## config.mk

```make
export PLATFORM = sky130hd
export DESIGN_NAME = kscfg_top
export DESIGN_NICKNAME = d
export VERILOG_FILES = /design/src/kscfg_pkg.sv /design/src/kscfg_top.sv /design/src/kscfg_keymem.sv
export SDC_FILE = /design/constraint.sdc
export NUM_CORES = 2
export LEC_CHECK = 0
export BUFFER_PORTS_ARGS = -buffer_cell sky130_fd_sc_hd__buf_2
export CORE_MARGIN = 1
export CORE_UTILIZATION = 40
export DETAILED_ROUTE_END_ITERATION = 8
export PLACE_DENSITY = 0.6
export SYNTH_ARGS = -nofsm -noshare
export SYNTH_HDL_FRONTEND = slang
export SYNTH_SLANG_ARGS = --single-unit
```

## constraint.sdc

```tcl
create_clock -name i_clk -period 60.8 [get_ports i_clk]
set_input_delay 12.16 -clock i_clk [delete_from_list [all_inputs] [get_ports i_clk]]
set_output_delay 12.16 -clock i_clk [all_outputs]
set_load 0.05 [all_outputs]
```

## src/kscfg_pkg.sv

```systemverilog
// Package for the key slot export configuration block.
// Assumes a single 20 MHz clock domain and Avalon-MM software access.
package kscfg_pkg;

   // ------------------------------------------------------------
   // Register map (byte addresses)
   // ------------------------------------------------------------
   localparam logic [7:0] KSCFG_OFF_BUILD   = 8'h00;
   localparam logic [7:0] KSCFG_OFF_STATUS  = 8'h04;
   localparam logic [7:0] KSCFG_OFF_MASK    = 8'h08;
   localparam logic [7:0] KSCFG_OFF_CMD     = 8'h0C;
   localparam logic [7:0] KSCFG_OFF_KEYWORD = 8'h10;
   localparam logic [7:0] KSCFG_OFF_SLOTCFG = 8'h40;
   localparam logic [7:0] KSCFG_OFF_DEST    = 8'h80;
   localparam logic [7:0] KSCFG_OFF_HWKEY   = 8'hC0;

   // ------------------------------------------------------------
   // Field positions
   // ------------------------------------------------------------
   localparam int KSCFG_BC_HWCNT_LSB = 0;
   localparam int KSCFG_BC_MFP_BIT   = 4;
   localparam int KSCFG_WMD_BIT      = 21;
   localparam int KSCFG_LOCK_BIT     = 0;
   localparam int KSCFG_CMD_EXPORT   = 8;
   localparam int KSCFG_CMD_INVAL    = 9;
   localparam int KSCFG_NIB_W        = 4;
   localparam int KSCFG_NIB_GROUPS   = 4;

   // Interrupt status bits
   localparam int KSCFG_IRQ_DONE   = 0;
   localparam int KSCFG_IRQ_ADDR   = 1;
   localparam int KSCFG_IRQ_REJECT = 2;
   localparam int KSCFG_IRQ_W      = 3;

   // ------------------------------------------------------------
   // AHB attribute constants
   // ------------------------------------------------------------
   localparam logic [3:0] KSCFG_HPROT_LO   = 4'h3;
   localparam logic [2:0] KSCFG_HPROT_HI   = 3'h0;
   localparam logic [1:0] KSCFG_HTRANS_IDLE = 2'h0;
   localparam logic [1:0] KSCFG_HTRANS_NSEQ = 2'h2;
   localparam logic [2:0] KSCFG_HSIZE_WORD = 3'h2;
   localparam logic       KSCFG_SECURE     = 1'b0;

   localparam logic [31:0] KSCFG_ZERO32 = 32'h0000_0000;

   typedef struct packed {
      logic [1:0]  htrans;
      logic [31:0] haddr;
      logic        hwrite;
      logic [2:0]  hsize;
      logic [6:0]  hprot;
      logic        hnonsec;
      logic [31:0] hwdata;
      logic [16:0] hwuser;
   } kscfg_ahb_s;

   typedef enum logic [1:0] {KSCFG_IDLE, KSCFG_ADDR, KSCFG_DATA} kscfg_state_e;

endpackage

```

## src/kscfg_top.sv

```systemverilog
// Key slot configuration, destination check and AHB key export.
// Assumes Avalon-MM master, a hardware key source and an AHB5 subordinate.
//
// Design decisions made here: the register addresses and the Avalon-MM register port.
`timescale 1ns/10ps
module kscfg_top
   import kscfg_pkg::*;
#(
   parameter int              NSLOTS        = 8,
   parameter logic [3:0]      HW_SLOTS      = 4'h2,
   parameter logic [15:0]     TARGET_NIBS   = 16'h0004,
   parameter logic            MASK_PRESENT  = 1'b1,
   parameter logic [15:0]     MASK_BITS     = 16'hFFFF,
   parameter logic [NSLOTS*32-1:0] SLOT_CFG_RV  = '0,
   parameter logic [NSLOTS*32-1:0] DEST_ADDR_RV = '0
) (
   input  wire logic             i_clk,
   input  wire logic             i_sys_rst,
   input  wire logic [7:0]       i_avs_address,
   input  wire logic             i_avs_read,
   input  wire logic             i_avs_write,
   input  wire logic [31:0]      i_avs_writedata,
   input  wire logic [3:0]       i_avs_byteenable,
   output logic      [31:0]      o_avs_readdata,
   output logic                  o_avs_waitrequest,
   input  wire logic             i_hwkey_valid,
   input  wire logic [31:0]      i_hwkey_data,
   input  wire logic             i_hready,
   output kscfg_pkg::kscfg_ahb_s o_ahb,
   output logic                  o_alarm,
   output logic                  o_irq
);
   import kscfg_pkg::*;

   localparam int AW = $clog2(NSLOTS);

   // ------------------------------------------------------------
   // Decode
   // ------------------------------------------------------------
   function automatic logic nib_match(input logic [3:0] nib);
      logic m;
      m = 1'b0;
      for (int g = 0; g < KSCFG_NIB_GROUPS; g++) begin
         if (TARGET_NIBS[g*KSCFG_NIB_W +: KSCFG_NIB_W] != 4'h0 &&
             TARGET_NIBS[g*KSCFG_NIB_W +: KSCFG_NIB_W] == nib) begin
            m = 1'b1;
         end
      end
      return m;
   endfunction

   function automatic logic is_hw(input logic [AW-1:0] s);
      return {1'b0, s} < {1'b0, HW_SLOTS[AW:0]};
   endfunction

   // Slot windows hold NSLOTS words; the rest of each window reads zero
   function automatic logic slot_hit(input logic [7:0] a, input logic [7:0] base);
      return a[7:6] == base[7:6] && a[5:2] < 4'(NSLOTS);
   endfunction

   wire logic          acc      = (i_avs_read | i_avs_write) & o_avs_waitrequest;
   wire logic          wr       = i_avs_write & o_avs_waitrequest;
   wire logic [AW-1:0] sel      = i_avs_address[2 +: AW];
   wire logic          cfg_hit  = slot_hit(i_avs_address, KSCFG_OFF_SLOTCFG);
   wire logic          dst_hit  = slot_hit(i_avs_address, KSCFG_OFF_DEST);
   wire logic          wr_cfg   = wr && cfg_hit;
   wire logic          wr_dst   = wr && dst_hit;
   wire logic          wr_status = wr && i_avs_address == KSCFG_OFF_STATUS;
   wire logic          wr_mask  = wr && i_avs_address == KSCFG_OFF_MASK;
   wire logic          wr_cmd   = wr && i_avs_address == KSCFG_OFF_CMD;
   wire logic          wr_key   = wr && i_avs_address == KSCFG_OFF_KEYWORD;
   wire logic          dst_ok   = nib_match(i_avs_writedata[31:28]);
   wire logic [AW-1:0] cmd_slot = i_avs_writedata[AW-1:0];

   // ------------------------------------------------------------
   // Registers
   // ------------------------------------------------------------
   logic [31:0]          slot_cfg_reg [NSLOTS];
   logic [31:0]          dest_reg     [NSLOTS];
   logic [NSLOTS-1:0]    valid_reg;
   logic [3:0]           hw_fill_reg;
   logic [KSCFG_IRQ_W-1:0] status_reg;
   logic [KSCFG_IRQ_W-1:0] mask_reg;
   logic [AW-1:0]        exp_slot_reg;
   kscfg_state_e         state_reg;
   logic [31:0]          key_rdata;

   wire logic [AW-1:0] sel_key    = i_avs_writedata[AW-1:0];
   wire logic          hw_fill_ok = i_hwkey_valid && hw_fill_reg < HW_SLOTS;
   // A software load that meets a hardware fill is dropped, so no slot turns valid empty
   wire logic          sw_key_ok  = wr_key && !hw_fill_ok && !is_hw(sel_key) &&
                                    !slot_cfg_reg[sel_key][KSCFG_LOCK_BIT];

   generate
      for (genvar s = 0; s < NSLOTS; s++) begin : g_slot
         wire logic locked = slot_cfg_reg[s][KSCFG_LOCK_BIT];
         wire logic [31:0] cfg_wr_val = MASK_PRESENT ?
              i_avs_writedata :
              (i_avs_writedata | (32'h1 << KSCFG_WMD_BIT));
         wire logic [31:0] cfg_rv = MASK_PRESENT ?
              SLOT_CFG_RV[s*32 +: 32] :
              (SLOT_CFG_RV[s*32 +: 32] | (32'h1 << KSCFG_WMD_BIT));
         wire logic [31:0] cfg_next = locked ? slot_cfg_reg[s] : cfg_wr_val;

         always_ff @(posedge i_clk or posedge i_sys_rst) begin
            if (i_sys_rst) begin
               slot_cfg_reg[s] <= cfg_rv;
            end else if (wr_cfg && sel == AW'(s)) begin
               slot_cfg_reg[s] <= cfg_next;
            end
         end

         always_ff @(posedge i_clk or posedge i_sys_rst) begin
            if (i_sys_rst) begin
               dest_reg[s] <= DEST_ADDR_RV[s*32 +: 32];
            end else if (wr_dst && sel == AW'(s) && dst_ok && !locked) begin
               dest_reg[s] <= i_avs_writedata;
            end
         end

         // Hardware fill ranks above software set and invalidate
         always_ff @(posedge i_clk or posedge i_sys_rst) begin
            if (i_sys_rst) begin
               valid_reg[s] <= 1'b0;
            end else if (hw_fill_ok && hw_fill_reg == 4'(s)) begin
               valid_reg[s] <= 1'b1;
            end else if (sw_key_ok && sel_key == AW'(s)) begin
               valid_reg[s] <= 1'b1;
            end else if (wr_cmd && i_avs_writedata[KSCFG_CMD_INVAL] && cmd_slot == AW'(s)) begin
               valid_reg[s] <= 1'b0;
            end
         end
      end
   endgenerate

   // ------------------------------------------------------------
   // Hardware key fill pointer and key memory
   // ------------------------------------------------------------
   always_ff @(posedge i_clk or posedge i_sys_rst) begin
      if (i_sys_rst) begin
         hw_fill_reg <= 4'h0;
      end else if (hw_fill_ok) begin
         hw_fill_reg <= hw_fill_reg + 4'h1;
      end
   end

   // Software key value comes from a holding word written beforehand
   logic [31:0] key_hold_reg;

   // Hardware port wins the memory write
   wire logic          mem_we    = hw_fill_ok | sw_key_ok;
   wire logic [AW-1:0] mem_waddr = hw_fill_ok ? hw_fill_reg[AW-1:0] : sel_key;
   wire logic [31:0]   mem_wdata = hw_fill_ok ? i_hwkey_data : key_hold_reg;

   kscfg_keymem #(.DEPTH(NSLOTS), .AW(AW)) u_mem (
      .i_clk   (i_clk),
      .i_we    (mem_we),
      .i_waddr (mem_waddr),
      .i_wdata (mem_wdata),
      .i_raddr (exp_slot_reg),
      .o_rdata (key_rdata)
   );

   always_ff @(posedge i_clk or posedge i_sys_rst) begin
      if (i_sys_rst) begin
         key_hold_reg <= KSCFG_ZERO32;
      end else if (wr && i_avs_address == KSCFG_OFF_HWKEY) begin
         key_hold_reg <= i_avs_writedata;
      end
   end

   // ------------------------------------------------------------
   // Export engine
   // ------------------------------------------------------------
   wire logic start = wr_cmd && i_avs_writedata[KSCFG_CMD_EXPORT] &&
                      valid_reg[cmd_slot] && state_reg == KSCFG_IDLE;
   wire logic reject = wr_cmd && i_avs_writedata[KSCFG_CMD_EXPORT] && !start;
   wire logic [31:0] exp_addr = dest_reg[exp_slot_reg];
   // Mask bits ride along whenever the filter is built in
   wire logic [15:0] exp_mask = MASK_PRESENT ? MASK_BITS : 16'h0000;

   // Slot latched once at start and held for the whole transfer
   always_ff @(posedge i_clk or posedge i_sys_rst) begin
      if (i_sys_rst) begin
         exp_slot_reg <= '0;
      end else if (start) begin
         exp_slot_reg <= cmd_slot;
      end
   end

   always_ff @(posedge i_clk or posedge i_sys_rst) begin
      if (i_sys_rst) begin
         state_reg <= KSCFG_IDLE;
         o_ahb     <= '0;
      end else begin
         case (state_reg)
            KSCFG_IDLE: begin
               o_ahb.htrans <= KSCFG_HTRANS_IDLE;
               if (start) begin
                  state_reg <= KSCFG_ADDR;
               end
            end
            KSCFG_ADDR: begin
               // One cycle for registered key read before address phase
               o_ahb.htrans  <= KSCFG_HTRANS_NSEQ;
               o_ahb.haddr   <= exp_addr;
               o_ahb.hwrite  <= 1'b1;
               o_ahb.hsize   <= KSCFG_HSIZE_WORD;
               o_ahb.hprot   <= {KSCFG_HPROT_HI, KSCFG_HPROT_LO};
               o_ahb.hnonsec <= KSCFG_SECURE;
               state_reg     <= KSCFG_DATA;
            end
            KSCFG_DATA: begin
               if (o_ahb.htrans == KSCFG_HTRANS_NSEQ && i_hready) begin
                  o_ahb.htrans <= KSCFG_HTRANS_IDLE;
                  o_ahb.hwdata <= key_rdata;
                  o_ahb.hwuser <= {^key_rdata, exp_mask};
               end else if (o_ahb.htrans == KSCFG_HTRANS_IDLE && i_hready) begin
                  state_reg <= KSCFG_IDLE;
               end
            end
            default: state_reg <= KSCFG_IDLE;
         endcase
      end
   end

   wire logic exp_done = state_reg == KSCFG_DATA && o_ahb.htrans == KSCFG_HTRANS_IDLE &&
                         i_hready;

   // ------------------------------------------------------------
   // Interrupts and alarm
   // ------------------------------------------------------------
   wire logic addr_bad = wr_dst && !dst_ok;
   wire logic [KSCFG_IRQ_W-1:0] events = {reject, addr_bad, exp_done};
   wire logic [KSCFG_IRQ_W-1:0] status_next =
        (status_reg & ~(wr_status ? i_avs_writedata[KSCFG_IRQ_W-1:0] : '0)) | events;

   wire logic [KSCFG_IRQ_W-1:0] mask_next =
        wr_mask ? i_avs_writedata[KSCFG_IRQ_W-1:0] : mask_reg;

   // Set wins over a clear in the same cycle, so no event is lost
   always_ff @(posedge i_clk or posedge i_sys_rst) begin
      if (i_sys_rst) begin
         status_reg <= '0;
      end else begin
         status_reg <= status_next;
      end
   end

   always_ff @(posedge i_clk or posedge i_sys_rst) begin
      if (i_sys_rst) begin
         mask_reg <= '0;
      end else begin
         mask_reg <= mask_next;
      end
   end

   // Built from next values, so the pin follows the registers without lag
   always_ff @(posedge i_clk or posedge i_sys_rst) begin
      if (i_sys_rst) begin
         o_irq <= 1'b0;
      end else begin
         o_irq <= |(status_next & mask_next);
      end
   end

   always_ff @(posedge i_clk or posedge i_sys_rst) begin
      if (i_sys_rst) begin
         o_alarm <= 1'b0;
      end else begin
         o_alarm <= status_next[KSCFG_IRQ_ADDR];
      end
   end

   // ------------------------------------------------------------
   // Read mux and waitrequest
   // ------------------------------------------------------------
   wire logic [31:0] build_val = {27'h0, MASK_PRESENT, HW_SLOTS};
   logic [31:0] rd_val;

   always_comb begin
      rd_val = KSCFG_ZERO32;
      case (i_avs_address)
         KSCFG_OFF_BUILD: begin
            rd_val = build_val;
         end
         KSCFG_OFF_STATUS: begin
            rd_val = {29'h0, status_reg};
         end
         KSCFG_OFF_MASK: begin
            rd_val = {29'h0, mask_reg};
         end
         KSCFG_OFF_CMD: begin
            rd_val = {16'h0, 8'(hw_fill_reg), 6'h0, state_reg != KSCFG_IDLE, 1'b0};
         end
         default: begin
            if (cfg_hit) begin
               rd_val = slot_cfg_reg[sel];
            end else if (dst_hit) begin
               rd_val = dest_reg[sel];
            end
         end
      endcase
   end

   // One wait state: a request is taken while waitrequest is still high
   always_ff @(posedge i_clk or posedge i_sys_rst) begin
      if (i_sys_rst) begin
         o_avs_waitrequest <= 1'b1;
      end else begin
         o_avs_waitrequest <= ~acc;
      end
   end

   always_ff @(posedge i_clk or posedge i_sys_rst) begin
      if (i_sys_rst) begin
         o_avs_readdata <= KSCFG_ZERO32;
      end else if (acc && i_avs_read) begin
         o_avs_readdata <= rd_val;
      end
   end

endmodule

```

## src/kscfg_keymem.sv

```systemverilog
// Key word memory for all slots, one word per slot.
// Assumes one write port and registered read data.
`timescale 1ns/10ps
module kscfg_keymem #(
   parameter int DEPTH = 8,
   parameter int AW    = 3
) (
   input  wire logic          i_clk,
   input  wire logic          i_we,
   input  wire logic [AW-1:0] i_waddr,
   input  wire logic [31:0]   i_wdata,
   input  wire logic [AW-1:0] i_raddr,
   output logic      [31:0]   o_rdata
);
   logic [31:0] mem [DEPTH];

   always_ff @(posedge i_clk) begin
      if (i_we) begin
         mem[i_waddr] <= i_wdata;
      end
      o_rdata <= mem[i_raddr];
   end
endmodule

```

==> metrics.yaml <==
gp_congestion: 0.7955
grt_pass1_wl_microns: 163000
routed_wirelength_microns: 108000
holdPathEnd: "hw_fill_reg[3]$_DFFE_PP0N_"
overflow: 0
met1_usage_pct: 27.86
met3_usage_pct: 3.627
met2_usage_pct: 33.34
ant_nets: 0
reg2reg_slack_ns: 57.34
path_max_fanout: 26
die_w_microns: 327.3
timing.rr.end: "dest_reg[152]$_DFFE_PP0P_"
drv_slew: 0
synth.distinct_cells: 55
yosysMostFrequentCell: "dfrtp_1"
worstSkewPairLatency_ns: 0.68
hold_buffers: 0
wire_per_inst_microns: 26.03
cts.path.max_buffers: 3
async_flop_share_pct: 69.91
cts_tree: "built"
design_area_sq_mm: 0.04776
dieArea_sq_mm: 0.1071
slew_headroom_pct: 17.69
hold_violations: 0
ys_seq_area_share_pct: 59.24
numCtsBuffers: 102
finalSetupTns_ns: 0
p_per_area_mw_per_mm2: 29.23
synth_edf_count: 256
critPathRequiredTime_ns: 61.35
max_cap_violations: 0
yosys_warnings: 0
grt_max_degree: 171
synth_top_area_share_pct: 39.50
numPortBuffers: 198
drc: 0
cts_setup_buffers: 0
internal_power_mw: 1.076
netSwitchingPower_uw: 319.5
worst-r2r-cell-count: 6
fillers: 8982
start_kind: "input pin"
syn_to_final_growth_pct: 12.86
num_rows: 118
synth_seq_cells: 957
syn_area_sq_mm: 0.04232
peakVddDrop_uv: 24.93
hpwl_microns: 63500
vias: 23271
drt_first_pass_iters: 5
path_class: "input pin to register"
hold_class: "register to register"
cp.arrival_ns: 15.90
synth_area_leaders: "dfrtp_1 (39%), edfxtp_1 (18%), mux4_2 (13%)"
fin_nets: 2761
ys.flop_type: "dfrtp_1"
setup_viol: 0
drive_gt1_share_pct: 45.06
p_seq_share_pct: 49.7
io_pins: 212
switching_share_pct: 22.89
min-delay-start: "hw_fill_reg[3]$_DFFE_PP0N_"
whs_path_depth: 0
path_clk_slew_ns: 0.06
synthTopCellsByCount: "dfrtp_1 (668), mux2_2 (482), edfxtp_1 (256)"
p_leak_nw: 21.00
synth_area_leader_cell: "dfrtp_1"
drtIter0Drc: 1731
fin_crit_sh_pct: 25.24
p_clk_share_pct: 44.4
vias_per_cell: 5.610
cp-startpoint: "i_avs_address[4]"
skew_ns: 0.03403
cp-end-kind: "register"
syn_area_per_cell_sq_um: 16.56
start_util_pct: 40.60
fin_crit_ns: 15.35
rsz0062_at_grt: "no"
busiest_layer: "met2"
cts_resized: 0
status: "finished, final reports clean"
grt_antenna_before_repair: 6
clockRootBuffer: "clkbuf_16"
track_usage_pct: 20.49
tightest_slew_ns: 1.231
rr_startpoint: "o_avs_waitrequest$_DFF_PP1_"
cts_max_level: 3
max_freq_mhz: 65.16
grt_pass1_vias: 25011
die_h_microns: 327.3
p_comb_share_pct: 5.9
clock_sinks: 957
place_area_sq_mm: 0.04439
syn-instance-count: 2556
core-area_sq_mm: 0.1042
## per-layer routing
layer	routed length, microns	up-vias
met5	31	-
met4	2969	6
met3	6000	182
met2	52390	701
met1	46580	12506
li1	-	9876
## layout by cell type, fill, tap and decap left out, drive strengths merged, types with 24 or more instances in the layout
master / count
dfrtp: 668
mux2: 594
edfxtp: 256
mux4: 253
buf: 238
clkbuf: 149
nand2: 100
mux2i: 91
o21ai: 91
dfxtp: 32
clkinv: 30
xnor2: 28
o22a: 24
## power groups by stage
stage                     Sequential, mW  Clock, mW  Combinational, mW
after floorplan                    0.706          0             0.0565
after global placement             0.703          0             0.0808
after detailed placement           0.705          0             0.0838
after CTS                          0.693      0.634             0.0841
after global routing               0.695      0.661             0.0897
final                              0.693      0.620             0.0828
## cell families (layout without fill, tap and decap cells)
group / count (synthesis) / count (layout) / synth area share (%)
DFF: 957 / 957 / 59.24
muxes: 938 / 938 / 32.10
buffers and inverters: 242 / 443 / 2.826
and+or+nand+nor: 216 / 216 / 2.552
AOI/OAI and AO/OA: 166 / 166 / 2.489
xor gates and xnor gates: 32 / 32 / 0.6623
adders and majority gates: 4 / 4 / 0.1183
other: 1 / 12 / 0.008861
## worst max-delay path by stage
stage	to	depth (start not counted)
detailed placement	slot_cfg_reg[112]$_DFFE_PP0P_	5
floorplan	dest_reg[0]$_DFFE_PP0P_	1
global placement	dest_reg[26]$_DFFE_PP0P_	7
global route	dest_reg[147]$_DFFE_PP0P_	5
finish	dest_reg[22]$_DFFE_PP0P_	7
CTS	slot_cfg_reg[83]$_DFFE_PP0P_	5
## stage by stage
step / utilization [%] / hold WS (ns) / power, mW / setup WS [ns] / cells
after CTS: 45.82 / 0.4295 / 1.411 / 45.54 / 4145
after global routing: 45.82 / 0.4335 / 1.446 / 45.04 / 4145
final: 45.82 / 0.4337 / 1.396 / 45.45 / 4148
after detailed placement: 42.59 / 0.4138 / 0.7889 / 44.83 / 3951
after floorplan: - / 0.4446 / 0.7622 / 29.89 / 2564
after global placement: 42.59 / 0.4095 / 0.7833 / 44.88 / 3951
## critical path, stage by stage
cell	delay [ns]
buf_2	0.39
clkinv_2	0.78
nor2_1	0.45
nand2_2	0.15
nor3_4	0.95
buf_4	0.58
mux2_2	0.39
## final cells by class
cell class                 count  area, sq um  area share (%)
antenna                        3        7.507         0.01572
inverter                      10        46.29         0.09692
clock buffer                 148         2888           6.046
clock inverter                46        475.5          0.9954
timing repair buffer         239         1351           2.829
tap                         1380         1727           3.615
multi-input combinational   1365        16190           33.89
sequential                   957        25080           52.51
No activity file was read; power rests on OpenSTA's default activity.
